File: config.mk
export PLATFORM = sky130hd
export DESIGN_NAME = bkreg_top
export DESIGN_NICKNAME = d
export VERILOG_FILES = /design/src/include/bkreg_pkg.sv /design/src/hw/bkreg_i2c_slave.sv /design/src/hw/bkreg_top.sv
export SDC_FILE = /design/constraint.sdc
export NUM_CORES = 1
export LEC_CHECK = 0
export BUFFER_PORTS_ARGS = -buffer_cell sky130_fd_sc_hd__buf_2
export CORE_UTILIZATION = 60
export CTS_BUF_LIST = sky130_fd_sc_hd__clkbuf_8
export CTS_CLUSTER_DIAMETER = 100
export DETAILED_ROUTE_END_ITERATION = 7
export PLACE_DENSITY = 0.79
export RECOVER_POWER = 50
export SLEW_MARGIN = 25
export SYNTH_ARGS = -nofsm -noshare
export SYNTH_HDL_FRONTEND = slang
export SYNTH_SLANG_ARGS = --single-unit
File: constraint.sdc
create_clock -name i_ref_clk -period 5.2 [get_ports i_ref_clk]
set_input_delay 0.52 -clock i_ref_clk [delete_from_list [all_inputs] [get_ports i_ref_clk]]
set_output_delay 0.52 -clock i_ref_clk [all_outputs]
set_load 0.02 [all_outputs]
File: src/include/bkreg_pkg.sv
// shared constants and types for the buck regulator register bank
package bkreg_pkg;

  // ==========================================================
  // register addresses
  localparam logic [7:0] ADDR_CHIP_INFO = 8'h02;
  localparam logic [7:0] ADDR_FAULT     = 8'h03;
  localparam logic [7:0] ADDR_LEVEL     = 8'h11;
  localparam logic [7:0] ADDR_CFG       = 8'h12;
  localparam logic [7:0] ADDR_FEAT      = 8'h13;

  // ==========================================================
  // field positions
  localparam int CFG_SW_EN   = 7;
  localparam int CFG_SOFT_DISCHARGE_BIT   = 6;
  localparam int CFG_SLEW_HI = 5;
  localparam int CFG_SLEW_LO = 4;
  localparam int CFG_MODE_HI = 3;
  localparam int CFG_MODE_LO = 2;
  localparam int CFG_CTRL    = 0;
  localparam int FEAT_OC_HI  = 7;
  localparam int FEAT_OC_LO  = 6;
  localparam int FEAT_AUX    = 5;
  localparam int FEAT_EN_OR  = 4;
  localparam int FAULT_OC    = 0;

  // ==========================================================
  // values after reset and encodings
  localparam logic [7:0] CFG_RST   = 8'h80;
  localparam logic [7:0] FEAT_RST  = 8'h00;
  localparam logic [7:0] LEVEL_RST = 8'h00;
  localparam logic [7:0] FAULT_RST = 8'h00;
  localparam logic [1:0] OC_HICCUP = 2'h0;
  localparam logic [1:0] OC_LATCH  = 2'h1;
  localparam logic [6:0] SLAVE_ADDR_DEF = 7'h2a;

  // ==========================================================
  // timing
  localparam int CLK_PERIOD_PS = 5000;
  localparam int SLEW_STEP_NS  = 8000;
  localparam int SLEW_STEP_CYC = SLEW_STEP_NS * 1000 / CLK_PERIOD_PS;
  localparam int HICCUP_NS     = 20000;
  localparam int HICCUP_CYC    = HICCUP_NS * 1000 / CLK_PERIOD_PS;

  // ==========================================================
  // serial slave states
  typedef enum logic [3:0] {
    I2C_IDLE  = 4'h0,
    I2C_ADDR  = 4'h1,
    I2C_AACK  = 4'h2,
    I2C_PTR   = 4'h3,
    I2C_PACK  = 4'h4,
    I2C_WDATA = 4'h5,
    I2C_WACK  = 4'h6,
    I2C_RDATA = 4'h7,
    I2C_RACK  = 4'h8
  } bkreg_i2c_state_t;

endpackage : bkreg_pkg

File: src/hw/bkreg_i2c_slave.sv
// serial two-wire slave: address match, register pointer, byte reads and writes
`timescale 1ns/1ps
module bkreg_i2c_slave #(
  parameter logic [6:0] SLAVE_ADDR = bkreg_pkg::SLAVE_ADDR_DEF
) (
  input  wire logic       i_ref_clk,  // system clock
  input  wire logic       i_rst_n,    // async reset, active low
  input  wire logic       i_scl,      // synchronised serial clock
  input  wire logic       i_sda,      // synchronised serial data
  input  wire logic [7:0] i_rd_data,  // read value at o_ptr
  output logic            o_sda_oe_n, // low pulls data line low
  output logic            o_wr_pulse, // one-cycle write strobe
  output logic [7:0]      o_wr_addr,  // write register address
  output logic [7:0]      o_wr_data,  // write data
  output logic            o_rd_load,  // one cycle, i_rd_data taken
  output logic [7:0]      o_ptr       // current register pointer
);

  bkreg_pkg::bkreg_i2c_state_t st_reg, st_next;
  logic [3:0] cnt_reg, cnt_next;
  logic [7:0] sh_reg, sh_next, ptr_reg, ptr_next, wa_reg, wa_next, wd_reg, wd_next;
  logic       rw_reg, rw_next, mack_reg, mack_next, oe_reg, oe_next, wr_reg, wr_next;
  logic       scl_d_reg, sda_d_reg, rise, fall, start, stop, load;

  // ==========================================================
  // bus condition detection
  assign rise  = i_scl & ~scl_d_reg;
  assign fall  = ~i_scl & scl_d_reg;
  assign start = i_scl & scl_d_reg & sda_d_reg & ~i_sda;
  assign stop  = i_scl & scl_d_reg & ~sda_d_reg & i_sda;

  // ==========================================================
  // next-state of the byte engine
  always_comb begin
    st_next   = st_reg;
    cnt_next  = cnt_reg;
    sh_next   = sh_reg;
    ptr_next  = ptr_reg;
    rw_next   = rw_reg;
    mack_next = mack_reg;
    oe_next   = oe_reg;
    wa_next   = wa_reg;
    wd_next   = wd_reg;
    wr_next   = 1'b0;
    load      = 1'b0;
    if (start) begin
      st_next  = bkreg_pkg::I2C_ADDR;
      cnt_next = 4'h0;
      oe_next  = 1'b1;
    end else if (stop) begin
      st_next = bkreg_pkg::I2C_IDLE;
      oe_next = 1'b1;
    end else if (rise) begin
      case (st_reg)
        bkreg_pkg::I2C_ADDR, bkreg_pkg::I2C_PTR, bkreg_pkg::I2C_WDATA: begin
          sh_next  = {sh_reg[6:0], i_sda};
          cnt_next = 4'(cnt_reg + 4'h1);
        end
        bkreg_pkg::I2C_RACK: mack_next = ~i_sda;
        default: ;
      endcase
    end else if (fall) begin
      case (st_reg)
        bkreg_pkg::I2C_ADDR: begin
          if (cnt_reg == 4'h8) begin
            if (sh_reg[7:1] == SLAVE_ADDR) begin
              st_next = bkreg_pkg::I2C_AACK;
              oe_next = 1'b0;
              rw_next = sh_reg[0];
            end else begin
              st_next = bkreg_pkg::I2C_IDLE;
            end
          end
        end
        bkreg_pkg::I2C_AACK: begin
          cnt_next = 4'h0;
          if (rw_reg) begin
            load = 1'b1;
          end else begin
            st_next = bkreg_pkg::I2C_PTR;
            oe_next = 1'b1;
          end
        end
        bkreg_pkg::I2C_PTR: begin
          if (cnt_reg == 4'h8) begin
            ptr_next = sh_reg;
            oe_next  = 1'b0;
            st_next  = bkreg_pkg::I2C_PACK;
          end
        end
        bkreg_pkg::I2C_PACK, bkreg_pkg::I2C_WACK: begin
          oe_next  = 1'b1;
          cnt_next = 4'h0;
          st_next  = bkreg_pkg::I2C_WDATA;
        end
        bkreg_pkg::I2C_WDATA: begin
          if (cnt_reg == 4'h8) begin
            wr_next  = 1'b1;
            wa_next  = ptr_reg;
            wd_next  = sh_reg;
            ptr_next = 8'(ptr_reg + 8'h01);
            oe_next  = 1'b0;
            st_next  = bkreg_pkg::I2C_WACK;
          end
        end
        bkreg_pkg::I2C_RDATA: begin
          if (cnt_reg == 4'h7) begin
            oe_next = 1'b1;
            st_next = bkreg_pkg::I2C_RACK;
          end else begin
            oe_next  = sh_reg[6];
            sh_next  = {sh_reg[6:0], 1'b0};
            cnt_next = 4'(cnt_reg + 4'h1);
          end
        end
        bkreg_pkg::I2C_RACK: begin
          cnt_next = 4'h0;
          if (mack_reg) begin
            load = 1'b1;
          end else begin
            st_next = bkreg_pkg::I2C_IDLE;
            oe_next = 1'b1;
          end
        end
        default: st_next = bkreg_pkg::I2C_IDLE;
      endcase
    end
    // whole byte taken at once, first bit driven
    if (load) begin
      st_next  = bkreg_pkg::I2C_RDATA;
      sh_next  = i_rd_data;
      oe_next  = i_rd_data[7];
      ptr_next = 8'(ptr_reg + 8'h01);
    end
  end

  // ==========================================================
  // byte engine registers
  always_ff @(posedge i_ref_clk or negedge i_rst_n) begin
    if (!i_rst_n) begin
      st_reg    <= bkreg_pkg::I2C_IDLE;
      cnt_reg   <= 4'h0;
      sh_reg    <= 8'h00;
      ptr_reg   <= 8'h00;
      rw_reg    <= 1'b0;
      mack_reg  <= 1'b0;
      oe_reg    <= 1'b1;
      wa_reg    <= 8'h00;
      wd_reg    <= 8'h00;
      wr_reg    <= 1'b0;
      scl_d_reg <= 1'b1;
      sda_d_reg <= 1'b1;
    end else begin
      st_reg    <= st_next;
      cnt_reg   <= cnt_next;
      sh_reg    <= sh_next;
      ptr_reg   <= ptr_next;
      rw_reg    <= rw_next;
      mack_reg  <= mack_next;
      oe_reg    <= oe_next;
      wa_reg    <= wa_next;
      wd_reg    <= wd_next;
      wr_reg    <= wr_next;
      scl_d_reg <= i_scl;
      sda_d_reg <= i_sda;
    end
  end

  assign o_sda_oe_n = oe_reg;
  assign o_wr_pulse = wr_reg;
  assign o_wr_addr  = wa_reg;
  assign o_wr_data  = wd_reg;
  assign o_rd_load  = load;
  assign o_ptr      = ptr_reg;

endmodule : bkreg_i2c_slave

File: src/hw/bkreg_top.sv
// buck regulator control and status register bank behind a two-wire serial port
// Contract
// - The identification register at 0x02 shows family, revision and variant and ignores writes.
// - Writing the level register at 0x11 ramps the output target upward at the configured slew rate.
// - A level below the present target is applied at once without controlled slewing.
// - Each fault bit at 0x03 is set by its event, held, and cleared when the host reads it.
// - The configuration register at 0x12 is read and written whole in one access.
// - Configuration bit 7 at its inhibit value disables the converter whatever the enable pin does.
// - With bit 6 set, the converter disabled by bit 7 and supply present, the discharge path is on.
// - Configuration bits 5:4 select the upward slew rate.
// - Configuration bits 3:2 select auto pulse-frequency, forced PWM or forced bypass.
// - Configuration bit 0 selects the first or second type of error amplifier compensation.
// - The feature register at 0x13 is read and written whole in one access.
// - Feature bits 7:6 choose the over-current reaction, one of them hiccup retry.
// - Feature bit 4 turns the enable pin into a push-button that latches the converter on.
// - With feature bit 4 clear, the converter is off while the enable pin is low and on while it is high.
`timescale 1ns/1ps
module bkreg_top #(
  parameter logic [6:0] SLAVE_ADDR   = bkreg_pkg::SLAVE_ADDR_DEF,
  parameter logic [3:0] FAMILY_CODE  = 4'h5, // arbitrary value
  parameter logic [1:0] REV_CODE     = 2'h1, // arbitrary value
  parameter logic [1:0] VARIANT_CODE = 2'h2  // arbitrary value
) (
  input  wire logic       i_ref_clk,     // 200 MHz clock
  input  wire logic       i_rst_n,       // async reset, active low
  input  wire logic       i_scl,         // serial clock pin
  input  wire logic       i_sda,         // serial data pin, input side
  input  wire logic       i_en_pin,      // enable pin
  input  wire logic       i_vin_ok,      // input supply present
  input  wire logic [7:0] i_fault_evt,   // fault event levels, bit 0 over-current
  output logic            o_sda,         // serial data output value, always low
  output logic            o_sda_oe_n,    // low pulls data line low
  output logic [7:0]      o_target_level,// ramped output target code
  output logic            o_conv_en,     // converter enabled
  output logic            o_discharge_en,// output discharge resistor on
  output logic [1:0]      o_op_mode,     // operating mode field
  output logic            o_ctrl_type,   // compensation type
  output logic [1:0]      o_oc_policy,   // over-current policy field
  output logic            o_aux_switch,  // auxiliary switch bit
  output logic [7:0]      o_fault_flags  // sticky fault flags
);

  localparam logic [7:0] CHIP_INFO = {FAMILY_CODE, REV_CODE, VARIANT_CODE};

  // ==========================================================
  // pin synchronisers, stage one read only by stage two
  logic [11:0] sync1_reg, sync2_reg;
  logic [7:0]  fault_d_reg;
  logic        en_d_reg;
  logic        scl_s, sda_s, en_s, vin_s;
  logic [7:0]  fault_s;

  always_ff @(posedge i_ref_clk or negedge i_rst_n) begin
    if (!i_rst_n) begin
      sync1_reg   <= 12'h003;
      sync2_reg   <= 12'h003;
      fault_d_reg <= 8'h00;
      en_d_reg    <= 1'b0;
    end else begin
      sync1_reg   <= {i_fault_evt, i_vin_ok, i_en_pin, i_sda, i_scl};
      sync2_reg   <= sync1_reg;
      fault_d_reg <= fault_s;
      en_d_reg    <= en_s;
    end
  end

  assign scl_s   = sync2_reg[0];
  assign sda_s   = sync2_reg[1];
  assign en_s    = sync2_reg[2];
  assign vin_s   = sync2_reg[3];
  assign fault_s = sync2_reg[11:4];

  // ==========================================================
  // serial slave
  logic       wr_pulse, rd_load;
  logic [7:0] wr_addr, wr_data, ptr, rd_mux;

  bkreg_i2c_slave #(.SLAVE_ADDR(SLAVE_ADDR)) u_slave (
    .i_ref_clk  (i_ref_clk),
    .i_rst_n    (i_rst_n),
    .i_scl      (scl_s),
    .i_sda      (sda_s),
    .i_rd_data  (rd_mux),
    .o_sda_oe_n (o_sda_oe_n),
    .o_wr_pulse (wr_pulse),
    .o_wr_addr  (wr_addr),
    .o_wr_data  (wr_data),
    .o_rd_load  (rd_load),
    .o_ptr      (ptr)
  );

  // ==========================================================
  // register state
  logic [7:0]  level_reg, level_next, target_reg, target_next;
  logic [7:0]  cfg_reg, cfg_next, feat_reg, feat_next, flag_reg, flag_next;
  logic [11:0] step_reg, step_next, hic_reg, hic_next;
  logic        push_reg, push_next, lock_reg, lock_next;
  logic        conv_reg, conv_next, dis_reg, dis_next;
  logic [11:0] step_len;
  logic [7:0]  evt_rise;
  logic        en_rise, oc_rise, en_src;

  // read side, whole register per access
  always_comb begin
    case (ptr)
      bkreg_pkg::ADDR_CHIP_INFO: rd_mux = CHIP_INFO;
      bkreg_pkg::ADDR_FAULT:     rd_mux = flag_reg;
      bkreg_pkg::ADDR_LEVEL:     rd_mux = level_reg;
      bkreg_pkg::ADDR_CFG:       rd_mux = cfg_reg;
      bkreg_pkg::ADDR_FEAT:      rd_mux = feat_reg;
      default:                   rd_mux = 8'h00;
    endcase
  end

  assign evt_rise = fault_s & ~fault_d_reg;
  assign en_rise  = en_s & ~en_d_reg;
  assign oc_rise  = evt_rise[bkreg_pkg::FAULT_OC];
  assign step_len = 12'(bkreg_pkg::SLEW_STEP_CYC) >> cfg_reg[bkreg_pkg::CFG_SLEW_HI:bkreg_pkg::CFG_SLEW_LO];

  // over-current policy field of a feature value
  function automatic logic [1:0] oc_field(input logic [7:0] f_val);
    return f_val[bkreg_pkg::FEAT_OC_HI:bkreg_pkg::FEAT_OC_LO];
  endfunction : oc_field

  // next values of registers, ramp and enable logic
  always_comb begin
    level_next  = level_reg;
    target_next = target_reg;
    step_next   = step_reg;
    cfg_next    = cfg_reg;
    feat_next   = feat_reg;
    hic_next    = hic_reg;
    lock_next   = lock_reg;
    push_next   = push_reg;
    // writes to the identification address fall through here
    if (wr_pulse && wr_addr == bkreg_pkg::ADDR_CFG) begin
      cfg_next  = wr_data;
      lock_next = 1'b0;
    end
    if (wr_pulse && wr_addr == bkreg_pkg::ADDR_FEAT) begin
      feat_next = wr_data;
    end
    // upward ramp one code per interval, downward jump
    if (wr_pulse && wr_addr == bkreg_pkg::ADDR_LEVEL) begin
      level_next = wr_data;
      step_next  = 12'(step_len - 12'h001);
      if (wr_data < target_reg) begin
        target_next = wr_data;
      end
    end else if (target_reg < level_reg) begin
      if (step_reg == 12'h000) begin
        target_next = 8'(target_reg + 8'h01);
        step_next   = 12'(step_len - 12'h001);
      end else begin
        step_next = 12'(step_reg - 12'h001);
      end
    end else begin
      step_next = 12'(step_len - 12'h001);
    end
    // fault flags, a new event wins over the read clear
    if (rd_load && ptr == bkreg_pkg::ADDR_FAULT) begin
      flag_next = evt_rise;
    end else begin
      flag_next = flag_reg | evt_rise;
    end
    // over-current reaction
    if (oc_rise && oc_field(feat_reg) == bkreg_pkg::OC_HICCUP) begin
      hic_next = 12'(bkreg_pkg::HICCUP_CYC);
    end else if (hic_reg != 12'h000) begin
      hic_next = 12'(hic_reg - 12'h001);
    end
    if (oc_rise && oc_field(feat_reg) == bkreg_pkg::OC_LATCH) begin
      lock_next = 1'b1;
    end
    // push-button latch, dropped by software disable or level mode
    if (!feat_reg[bkreg_pkg::FEAT_EN_OR] || !cfg_reg[bkreg_pkg::CFG_SW_EN]) begin
      push_next = 1'b0;
    end else if (en_rise) begin
      push_next = 1'b1;
    end
    en_src    = feat_reg[bkreg_pkg::FEAT_EN_OR] ? push_reg : en_s;
    conv_next = cfg_reg[bkreg_pkg::CFG_SW_EN] & en_src & (hic_reg == 12'h000) & ~lock_reg;
    dis_next  = cfg_reg[bkreg_pkg::CFG_SOFT_DISCHARGE_BIT] & ~cfg_reg[bkreg_pkg::CFG_SW_EN] & vin_s;
  end

  always_ff @(posedge i_ref_clk or negedge i_rst_n) begin
    if (!i_rst_n) begin
      level_reg  <= bkreg_pkg::LEVEL_RST;
      target_reg <= bkreg_pkg::LEVEL_RST;
      step_reg   <= 12'h000;
      cfg_reg    <= bkreg_pkg::CFG_RST;
      feat_reg   <= bkreg_pkg::FEAT_RST;
      flag_reg   <= bkreg_pkg::FAULT_RST;
      hic_reg    <= 12'h000;
      lock_reg   <= 1'b0;
      push_reg   <= 1'b0;
      conv_reg   <= 1'b0;
      dis_reg    <= 1'b0;
    end else begin
      level_reg  <= level_next;
      target_reg <= target_next;
      step_reg   <= step_next;
      cfg_reg    <= cfg_next;
      feat_reg   <= feat_next;
      flag_reg   <= flag_next;
      hic_reg    <= hic_next;
      lock_reg   <= lock_next;
      push_reg   <= push_next;
      conv_reg   <= conv_next;
      dis_reg    <= dis_next;
    end
  end

  // ==========================================================
  // outputs
  assign o_sda          = 1'b0;
  assign o_target_level = target_reg;
  assign o_conv_en      = conv_reg;
  assign o_discharge_en = dis_reg;
  assign o_op_mode      = cfg_reg[bkreg_pkg::CFG_MODE_HI:bkreg_pkg::CFG_MODE_LO];
  assign o_ctrl_type    = cfg_reg[bkreg_pkg::CFG_CTRL];
  assign o_oc_policy    = feat_reg[bkreg_pkg::FEAT_OC_HI:bkreg_pkg::FEAT_OC_LO];
  assign o_aux_switch   = feat_reg[bkreg_pkg::FEAT_AUX];
  assign o_fault_flags  = flag_reg;
endmodule : bkreg_top

==> impl_summary.txt, run 1 <==
----------------------------------------------------
[Run status]
  Result of the run ... finished with violations
  Failing checks ... DRC, capacitance limit, slew limit

[GRT]
  Global route total overflow ... 0
  Initial antenna violation count ... 0
  Aggregate global-route resource usage ... 0.268
  Vias in the first global route ... 5250
  Pin count of the biggest net entering global routing ... 93
  Wire length of the first global-routing pass ... 26200 um

[Yosys]
  Fraction of registers with async set/reset ... 1.00
  Average size of a mapped cell ... 10.6 sq um
  Synthesized-area fraction occupied by and/or/nand/nor cells ... 0.155
  Portion of synthesized cell area occupied by the leading cell type ... 0.481
  Synthesized-area fraction occupied by xor and xnor cells ... 0.0218
  Post-synth EDFFs ... 0
  Post-synth top cells ... 139 x dfrtp_1, 70 x nand2_1, 59 x o21ai_0
  Post-synthesis sequential area ratio ... 0.510
  Complex-gate fraction of the synthesized area ... 0.130
  Gate count after technology mapping ... a little under 700
  Post-synthesis instance area ... 7230 sq um
  Post-synthesis mux area share ... 0.0867
  Share of synthesized cell area in full adder, half adder and majority cells ... 0.0536
  Number of warning messages in the yosys log ... 0
  Distinct cell type count of the synthesized netlist ... 71
  Main flop type after synthesis ... dfrtp_1
  Largest cells by area after synthesis ... dfrtp_1 48%, mux2_2 6.9%, ha_1 5.4%, o21ai_0 4.1%, nand2_1 3.6%
  Synth area leader ... dfrtp_1
  #FFs+latches synth ... 147
  Most frequent cell after synthesis ... dfrtp_1
  Largest family of logic cells by synthesized area ... simple AND/OR/NAND/NOR gates
  Synthesized net count ... 729

[Worst setup path]
  Crit path to ... u_slave.o_ptr[1]
  Maximum fanout encountered on the critical timing path ... 92
  Path type of the worst setup path ... in -> async
  Worst Reg2Reg Path Length in Cells ... 8
  Number of buffers and inverters on the critical path ... 2
  Critical path's top delay family ... buffers and inverters
  Start point of the critical path ... i_rst_n
  Number of gates on the worst path with buffers counted ... 2
  Crit start category ... input pin
  Arrival time at the worst endpoint ... about 3300 ps
  Max stage delay on crit path ... roughly 2100 ps
  Setup crit end kind ... async pin
  Crit-path cells ... buf_6 -> clkbuf_1
  Capturing point of the worst reg2reg path ... u_slave.o_ptr[7]
  Cell with the largest stage delay on the worst path ... clkbuf_1
  Critical path data required time ... 5140 ps
  Flop2flop setup slack ... 2180 ps
  Start of the worst register-to-register path ... u_slave.scl_d_reg

[Timing]
  Count of endpoints failing setup in the final report ... 0
  Final count of pins violating max slew ... 57
  Minimum period implied by the final worst setup slack ... 3350 ps
  Final number of hold-violating endpoints ... 0
  Worst hold slack across all endpoints ... 156 ps
  Worst-case headroom to the max-slew limit ... -0.913
  Fmax ... 298 MHz
  Aggregate negative setup slack ... 0 ps
  Worst slew pin tran ... 2870 ps
  RSZ-0062 raised after global routing ... no
  Min setup slack post-route ... between 1500 and 2000 ps
  Final clock period utilization by the worst path ... 0.645
  Final Skew ... slightly below 10 ps

[Pwr]
  Clock power frac ... 0.296
  Sequential share of power ... 0.516
  Internal Pwr Total ... about 1800 uW
  Worst supply voltage drop on vdd ... 0.284 mV
  Switching power as a share of total power ... 0.327
  Cell area power density ... ~340 nW/um^2
  Switching component of the power ... between 800 and 900 uW
  Combinational cell fraction of total power ... 0.187
  Leakage power ... 0.00352 uW

[Floorplanning]
  Number of ports placed on the die boundary ... 40
  Starting utilization of the core area ... 0.625
  Floorplan core area ... roughly 12000 sq um
  Cell Rows ... 39
  Overall die area ... 12500 sq um
  Die H ... 112 um
  Chip width ... 112 um

[Route]
  Number of DRC markers in iteration 0 ... 616
  Final WL ... 15500 um
  Total number of vias ... approximately 5300
  Routed wire per std cell ... 17.8 um
  Via-to-Cell Ratio ... 6.12
  Remaining number of nets flagged by the antenna check after routing ... 0
  # DRC ... 1
  Number of iterations in the first detailed-routing pass ... 7

[Job]
  Number of max-capacitance violations reported ... 1

[Cells and area]
  Multi-input gate area ... around 3200 sq um
  Fraction of layout instances using a drive strength above 1 ... 0.171
  Number of nets in the final layout ... 762
  Post-layout util ... 0.676
  Sequential cell area in the final layout ... 3690 sq um
  Synth-to-Final Area Change ... 8.18%
  Fillers ... around 870
  Count of inserted antenna diode cells ... 0

[CTS]
  Post-CTS resize count ... 0
  Clock buffers created by TritonCTS ... 17
  Max Buffers Root-to-Sink ... 2
  Cell at the root of the clock tree ... clkbuf_8
  Number of levels the H-tree was split into ... 4
  Clock latency of the later-clocked register in the worst-skew pair ... 450 ps
  CTS tree ... yes
  Clock edge transition at the registers on the reported setup and hold paths ... 80 ps
  Number of hold-repair buffers added at the cts stage ... 0
  Count of buffers added by post-CTS timing repair for setup ... 0
  Number of sinks on the clock net ... between 100 and 150

[Placed design]
  Global placer's final weighted congestion ... about 0.9
  Worst setup slack after placement ... 2210 ps
  Port Buffers ... 38
  Half-perimeter wire length after detailed placement ... 11000 um

[Min path]
  Class of the most critical hold timing path ... in -> async

----------------------------------------------------
-- stage by stage --
step           cell area, sq um  total power [uW]  cells
2_1_floorplan              7230              1740    684
3_3_place_gp               7470              1860    840
3_5_place_dp               7480              1890    840
4_1_cts                    7830              2680    872
5_1_grt                    7820              2810    873
6_report                   7820              2660    873
-- cell families after synthesis --
family	count (synthesis)
flops	147
buf+inv	68
other cells	1
mux	57
xor+xnor	18
simple gates	216
compound gates	146
fa+ha+maj	31
-- worst min path at each step --
stage | end | start | slack, ps
after global routing | sync1_reg[1] | i_sda | 120
after CTS | sync1_reg[1] | i_sda | 140
after floorplan | cfg_reg[0] | i_rst_n | 220
final | o_target_level[1] | i_rst_n | 160
after global placement | sync2_reg[7] | sync1_reg[7] | 330
after detailed placement | sync2_reg[5] | sync1_reg[5] | 340
-- layout make-up --
type / count / area share
inverter: 42 / 0.0202
sequential: 147 / 0.472
multi-input combinational: 469 / 0.415
timing repair buffer: 40 / 0.0254
tap: 143 / 0.0229
clock buffer: 18 / 0.0317
clock inverter: 14 / 0.0133
-- metal layers --
metal	wire (um)	track usage	vias up
met5	0	0	-
met4	295	0.0946	0
met3	821	0.0533	30
met2	7470	0.422	202
met1	6960	0.371	2619
li1	-	-	2496
-- power by group through the flow --
| stage | Clock, uW | Sequential (uW) | Combinational (uW) |
|---|---|---|---|
| 2_1_floorplan | 0 | 1340 | 403 |
| 3_3_place_gp | 0 | 1390 | 475 |
| 3_5_place_dp | 0 | 1390 | 493 |
| 4_1_cts | 809 | 1370 | 495 |
| 5_1_grt | 858 | 1390 | 559 |
| 6_report | 789 | 1380 | 499 |
-- layout by cell type (no fill, tap or decap), types with 8 or more instances in the layout --
cell        n
ha_1       31
xor2_1      9
buf_2      27
xnor2_1     9
a21oi_1    27
clkbuf_1   11
dfrtp_1   139
mux2i_1    12
nor3_1     23
nor3b_1     8
nand3_1    21
a22oi_1    11
nor2_1     33
o21ai_0    59
nand2_1    70
clkbuf_8   18
mux2_2     44
inv_1      42
(Power assumes the default switching activity.)
==> run 2: changes to the inputs <==
==> constraint.sdc (replaced) <==
create_clock -name i_ref_clk -period 3.2 [get_ports i_ref_clk]
set_input_delay 0.32 -clock i_ref_clk [delete_from_list [all_inputs] [get_ports i_ref_clk]]
set_output_delay 0.32 -clock i_ref_clk [all_outputs]
set_load 0.02 [all_outputs]
==> run 2 against run 1 <==
Against the previous run: the run ends with DRC left; non-clock buffer count is 18 higher; cell area is 2.7% higher; routed wire length is 0.93% higher; count of clock-buffer cells in the layout is 1 lower; critical endpoint is now u_slave.sh_reg[2].
==> impl_summary.txt, run 2 (synthesized netlist as in run 1, its figures left out) <==
----------------------------------------------------
[Cells and area]
  Multi-input gate area ... 3240 sq um (-0.31%)
  Commonest non-fill, non-tap cells in the layout ... 139 x dfrtp_1, 70 x nand2_1, 58 x o21ai_0, 44 x mux2_2, 42 x inv_1
  Count of inserted antenna diode cells ... 0 (unchanged)
  Leading cell type in the layout, fill and taps excluded ... dfrtp_1
  Number of nets in the final layout ... 780 (+2.4%)
  Fillers ... 851 (-2.0%)
  Fraction of layout instances using a drive strength above 1 ... 0.183 (+0.0119)
  Sequential cell area in the final layout ... 3690 sq um (unchanged)
  Synth-to-Final Area Change ... 11.1%

[Pwr]
  Total power consumption of the routed design ... 4530 uW (+70%)
  Worst supply voltage drop on vdd ... 0.425 mV (+50%)
  Cell area power density ... 564 nW/um^2 (+66%)
  Leakage power ... 0.00363 uW (+3.3%)

[Worst setup path]
  Crit start category ... flop
  Maximum fanout encountered on the critical timing path ... 11 (-88%)
  Critical path data required time ... 3550 ps (-1590 ps)
  Flop2flop setup slack ... 410 ps (-1770 ps)
  Capturing point of the worst reg2reg path ... u_slave.sh_reg[2]
  Start point of the critical path ... u_slave.scl_d_reg
  Start of the worst register-to-register path ... u_slave.scl_d_reg
  Path type of the worst setup path ... reg -> reg
  Setup crit end kind ... flop
  Worst Reg2Reg Path Length in Cells ... 8 (unchanged)
  Arrival time at the worst endpoint ... 3140 ps (-150 ps)

[Min path]
  Class of the most critical hold timing path ... reg -> reg
  Hold Crit Depth ... 0
  Startpoint of the lowest-slack hold path ... sync1_reg[9]
  Sink of the worst hold path ... sync2_reg[9]

[Timing]
  Worst slew pin tran ... 1350 ps (-1520 ps)
  Worst-case headroom to the max-slew limit ... 0.103 (+1.02)
  Final Skew ... 10.4 ps (+0.545 ps)
  Final number of hold-violating endpoints ... 0 (unchanged)
  Fmax ... between 300 and 400 MHz
  Count of endpoints failing setup in the final report ... 0 (unchanged)
  Aggregate negative setup slack ... 0 ps (unchanged)
  Final clock period utilization by the worst path ... 0.870
  RSZ-0062 raised after global routing ... no
  Minimum period implied by the final worst setup slack ... ~2800 ps
  Final count of pins violating max slew ... 0 (-100%)

[Job]
  Number of max-capacitance violations reported ... 0 (-1)

[CTS]
  Clock edge transition at the registers on the reported setup and hold paths ... 90 ps (about the same)
  Post-CTS resize count ... 0 (unchanged)
  Cell at the root of the clock tree ... clkbuf_8
  Max Buffers Root-to-Sink ... 2 (unchanged)
  CTS tree ... yes
  Clock buffers created by TritonCTS ... 17 (unchanged)
  Number of sinks on the clock net ... 147 (unchanged)
  Number of levels the H-tree was split into ... 4 (unchanged)
  Number of hold-repair buffers added at the cts stage ... 13 (+13)
  Clock latency of the later-clocked register in the worst-skew pair ... 460 ps (about the same)
  Count of buffers added by post-CTS timing repair for setup ... 0 (unchanged)

[Route]
  Routed wire per std cell ... 17.6 um (-1.1%)
  Via-to-Cell Ratio ... 6.08 (-0.74%)
  Remaining number of nets flagged by the antenna check after routing ... 0 (unchanged)
  Total number of vias ... 5417 (+1.3%)
  Number of DRC markers in iteration 0 ... 451 (-27%)
  Final WL ... 15700 um (+0.93%)
  # DRC ... 1 (unchanged)
  Number of iterations in the first detailed-routing pass ... 8 (+1)

[GRT]
  Pin count of the biggest net entering global routing ... 63 (-32%)
  Wire length of the first global-routing pass ... 27100 um (+3.3%)
  Global route total overflow ... 0 (unchanged)
  Vias in the first global route ... 5445 (+3.7%)
  Initial antenna violation count ... 0 (unchanged)
  Aggregate global-route resource usage ... 0.276 (+0.00858)

[Placed design]
  Port Buffers ... 38 (unchanged)
  Half-perimeter wire length after detailed placement ... 11000 um (about the same)
  Global placer's final weighted congestion ... 0.841 (-5.6%)

[Run status]
  Result of the run ... finished with violations
  Failing checks ... DRC

[Floorplanning]
  Floorplan core area ... 11600 sq um (unchanged)
  Chip width ... 112 um (unchanged)
  Number of ports placed on the die boundary ... 40 (unchanged)
  Die H ... 112 um (unchanged)
  Cell Rows ... 39 (unchanged)
  Overall die area ... 12500 sq um (unchanged)
  Starting utilization of the core area ... 0.625 (unchanged)

----------------------------------------------------
==> run 2: cell types whose count changed in the layout (fill, tap and decap cells not counted), sizes merged <==
cell         delta
dlygate4sd3    +13
inv             +4
clkbuf          -7
buf            +11
clkinv          -5
bufinv          +2
==> run 2: critical path, cell delays in order (launching register included) <==
cell	delay, ps
dfstp_2	570
inv_1	50
ha_1	320
nand2b_1	260
a221oi_1	360
nand2_1	360
o221a_4	250
nor2_8	150
mux2_2	360
==> run 2: power breakdown <==
group / leakage, uW / switching [uW] / total [uW] / internal (uW)
clock network: 0.000200 / 762 / 1470 / 712
logic: 0.00161 / 471 / 815 / 344
registers: 0.00182 / 222 / 2240 / 2020
total: 0.00363 / 1460 / 4530 / 3070
==> run 2: final cells by class <==
class | count | area share
flip-flops and latches | 147 | 0.459
multi-input cells | 469 | 0.403
repair buffers | 58 | 0.0458
clock buffers | 17 | 0.0291
well taps | 143 | 0.0223
clock inverters | 15 | 0.0207
inverters | 42 | 0.0196
==> run 2: through the flow <==
stage / area, sq um / hold WS, ps / setup WS [ps] / instances / utilization
detailed placement: 7520 / 315 / 226 / 846 / 0.651
CTS: 8050 / 356 / 208 / 891 / 0.696
global placement: 7520 / 304 / 420 / 846 / 0.651
global route: 8030 / 365 / 195 / 891 / 0.694
finish: 8030 / 356 / 415 / 891 / 0.694
floorplan: 7230 / 24.4 / 861 / 684 / -
==> run 2: worst max-delay path by stage <==
stage / to / cells after the start
6_report: u_slave.sh_reg[2] / 8
4_1_cts: u_slave.o_ptr[0] / 7
3_5_place_dp: u_slave.o_ptr[0] / 7
5_1_grt: u_slave.sh_reg[0] / 8
3_3_place_gp: u_slave.o_ptr[7] / 8
2_1_floorplan: u_slave.sh_reg[0] / 7
==> run 2: routing by layer <==
layer / track usage / vias to the layer above / part of all wire
li1: - / 2538 / -
met1: 0.372 / 2693 / 0.45
met2: 0.446 / 160 / 0.49
met3: 0.0550 / 26 / 0.052
met4: 0.101 / 0 / 0.015
met5: 0 / - / 0
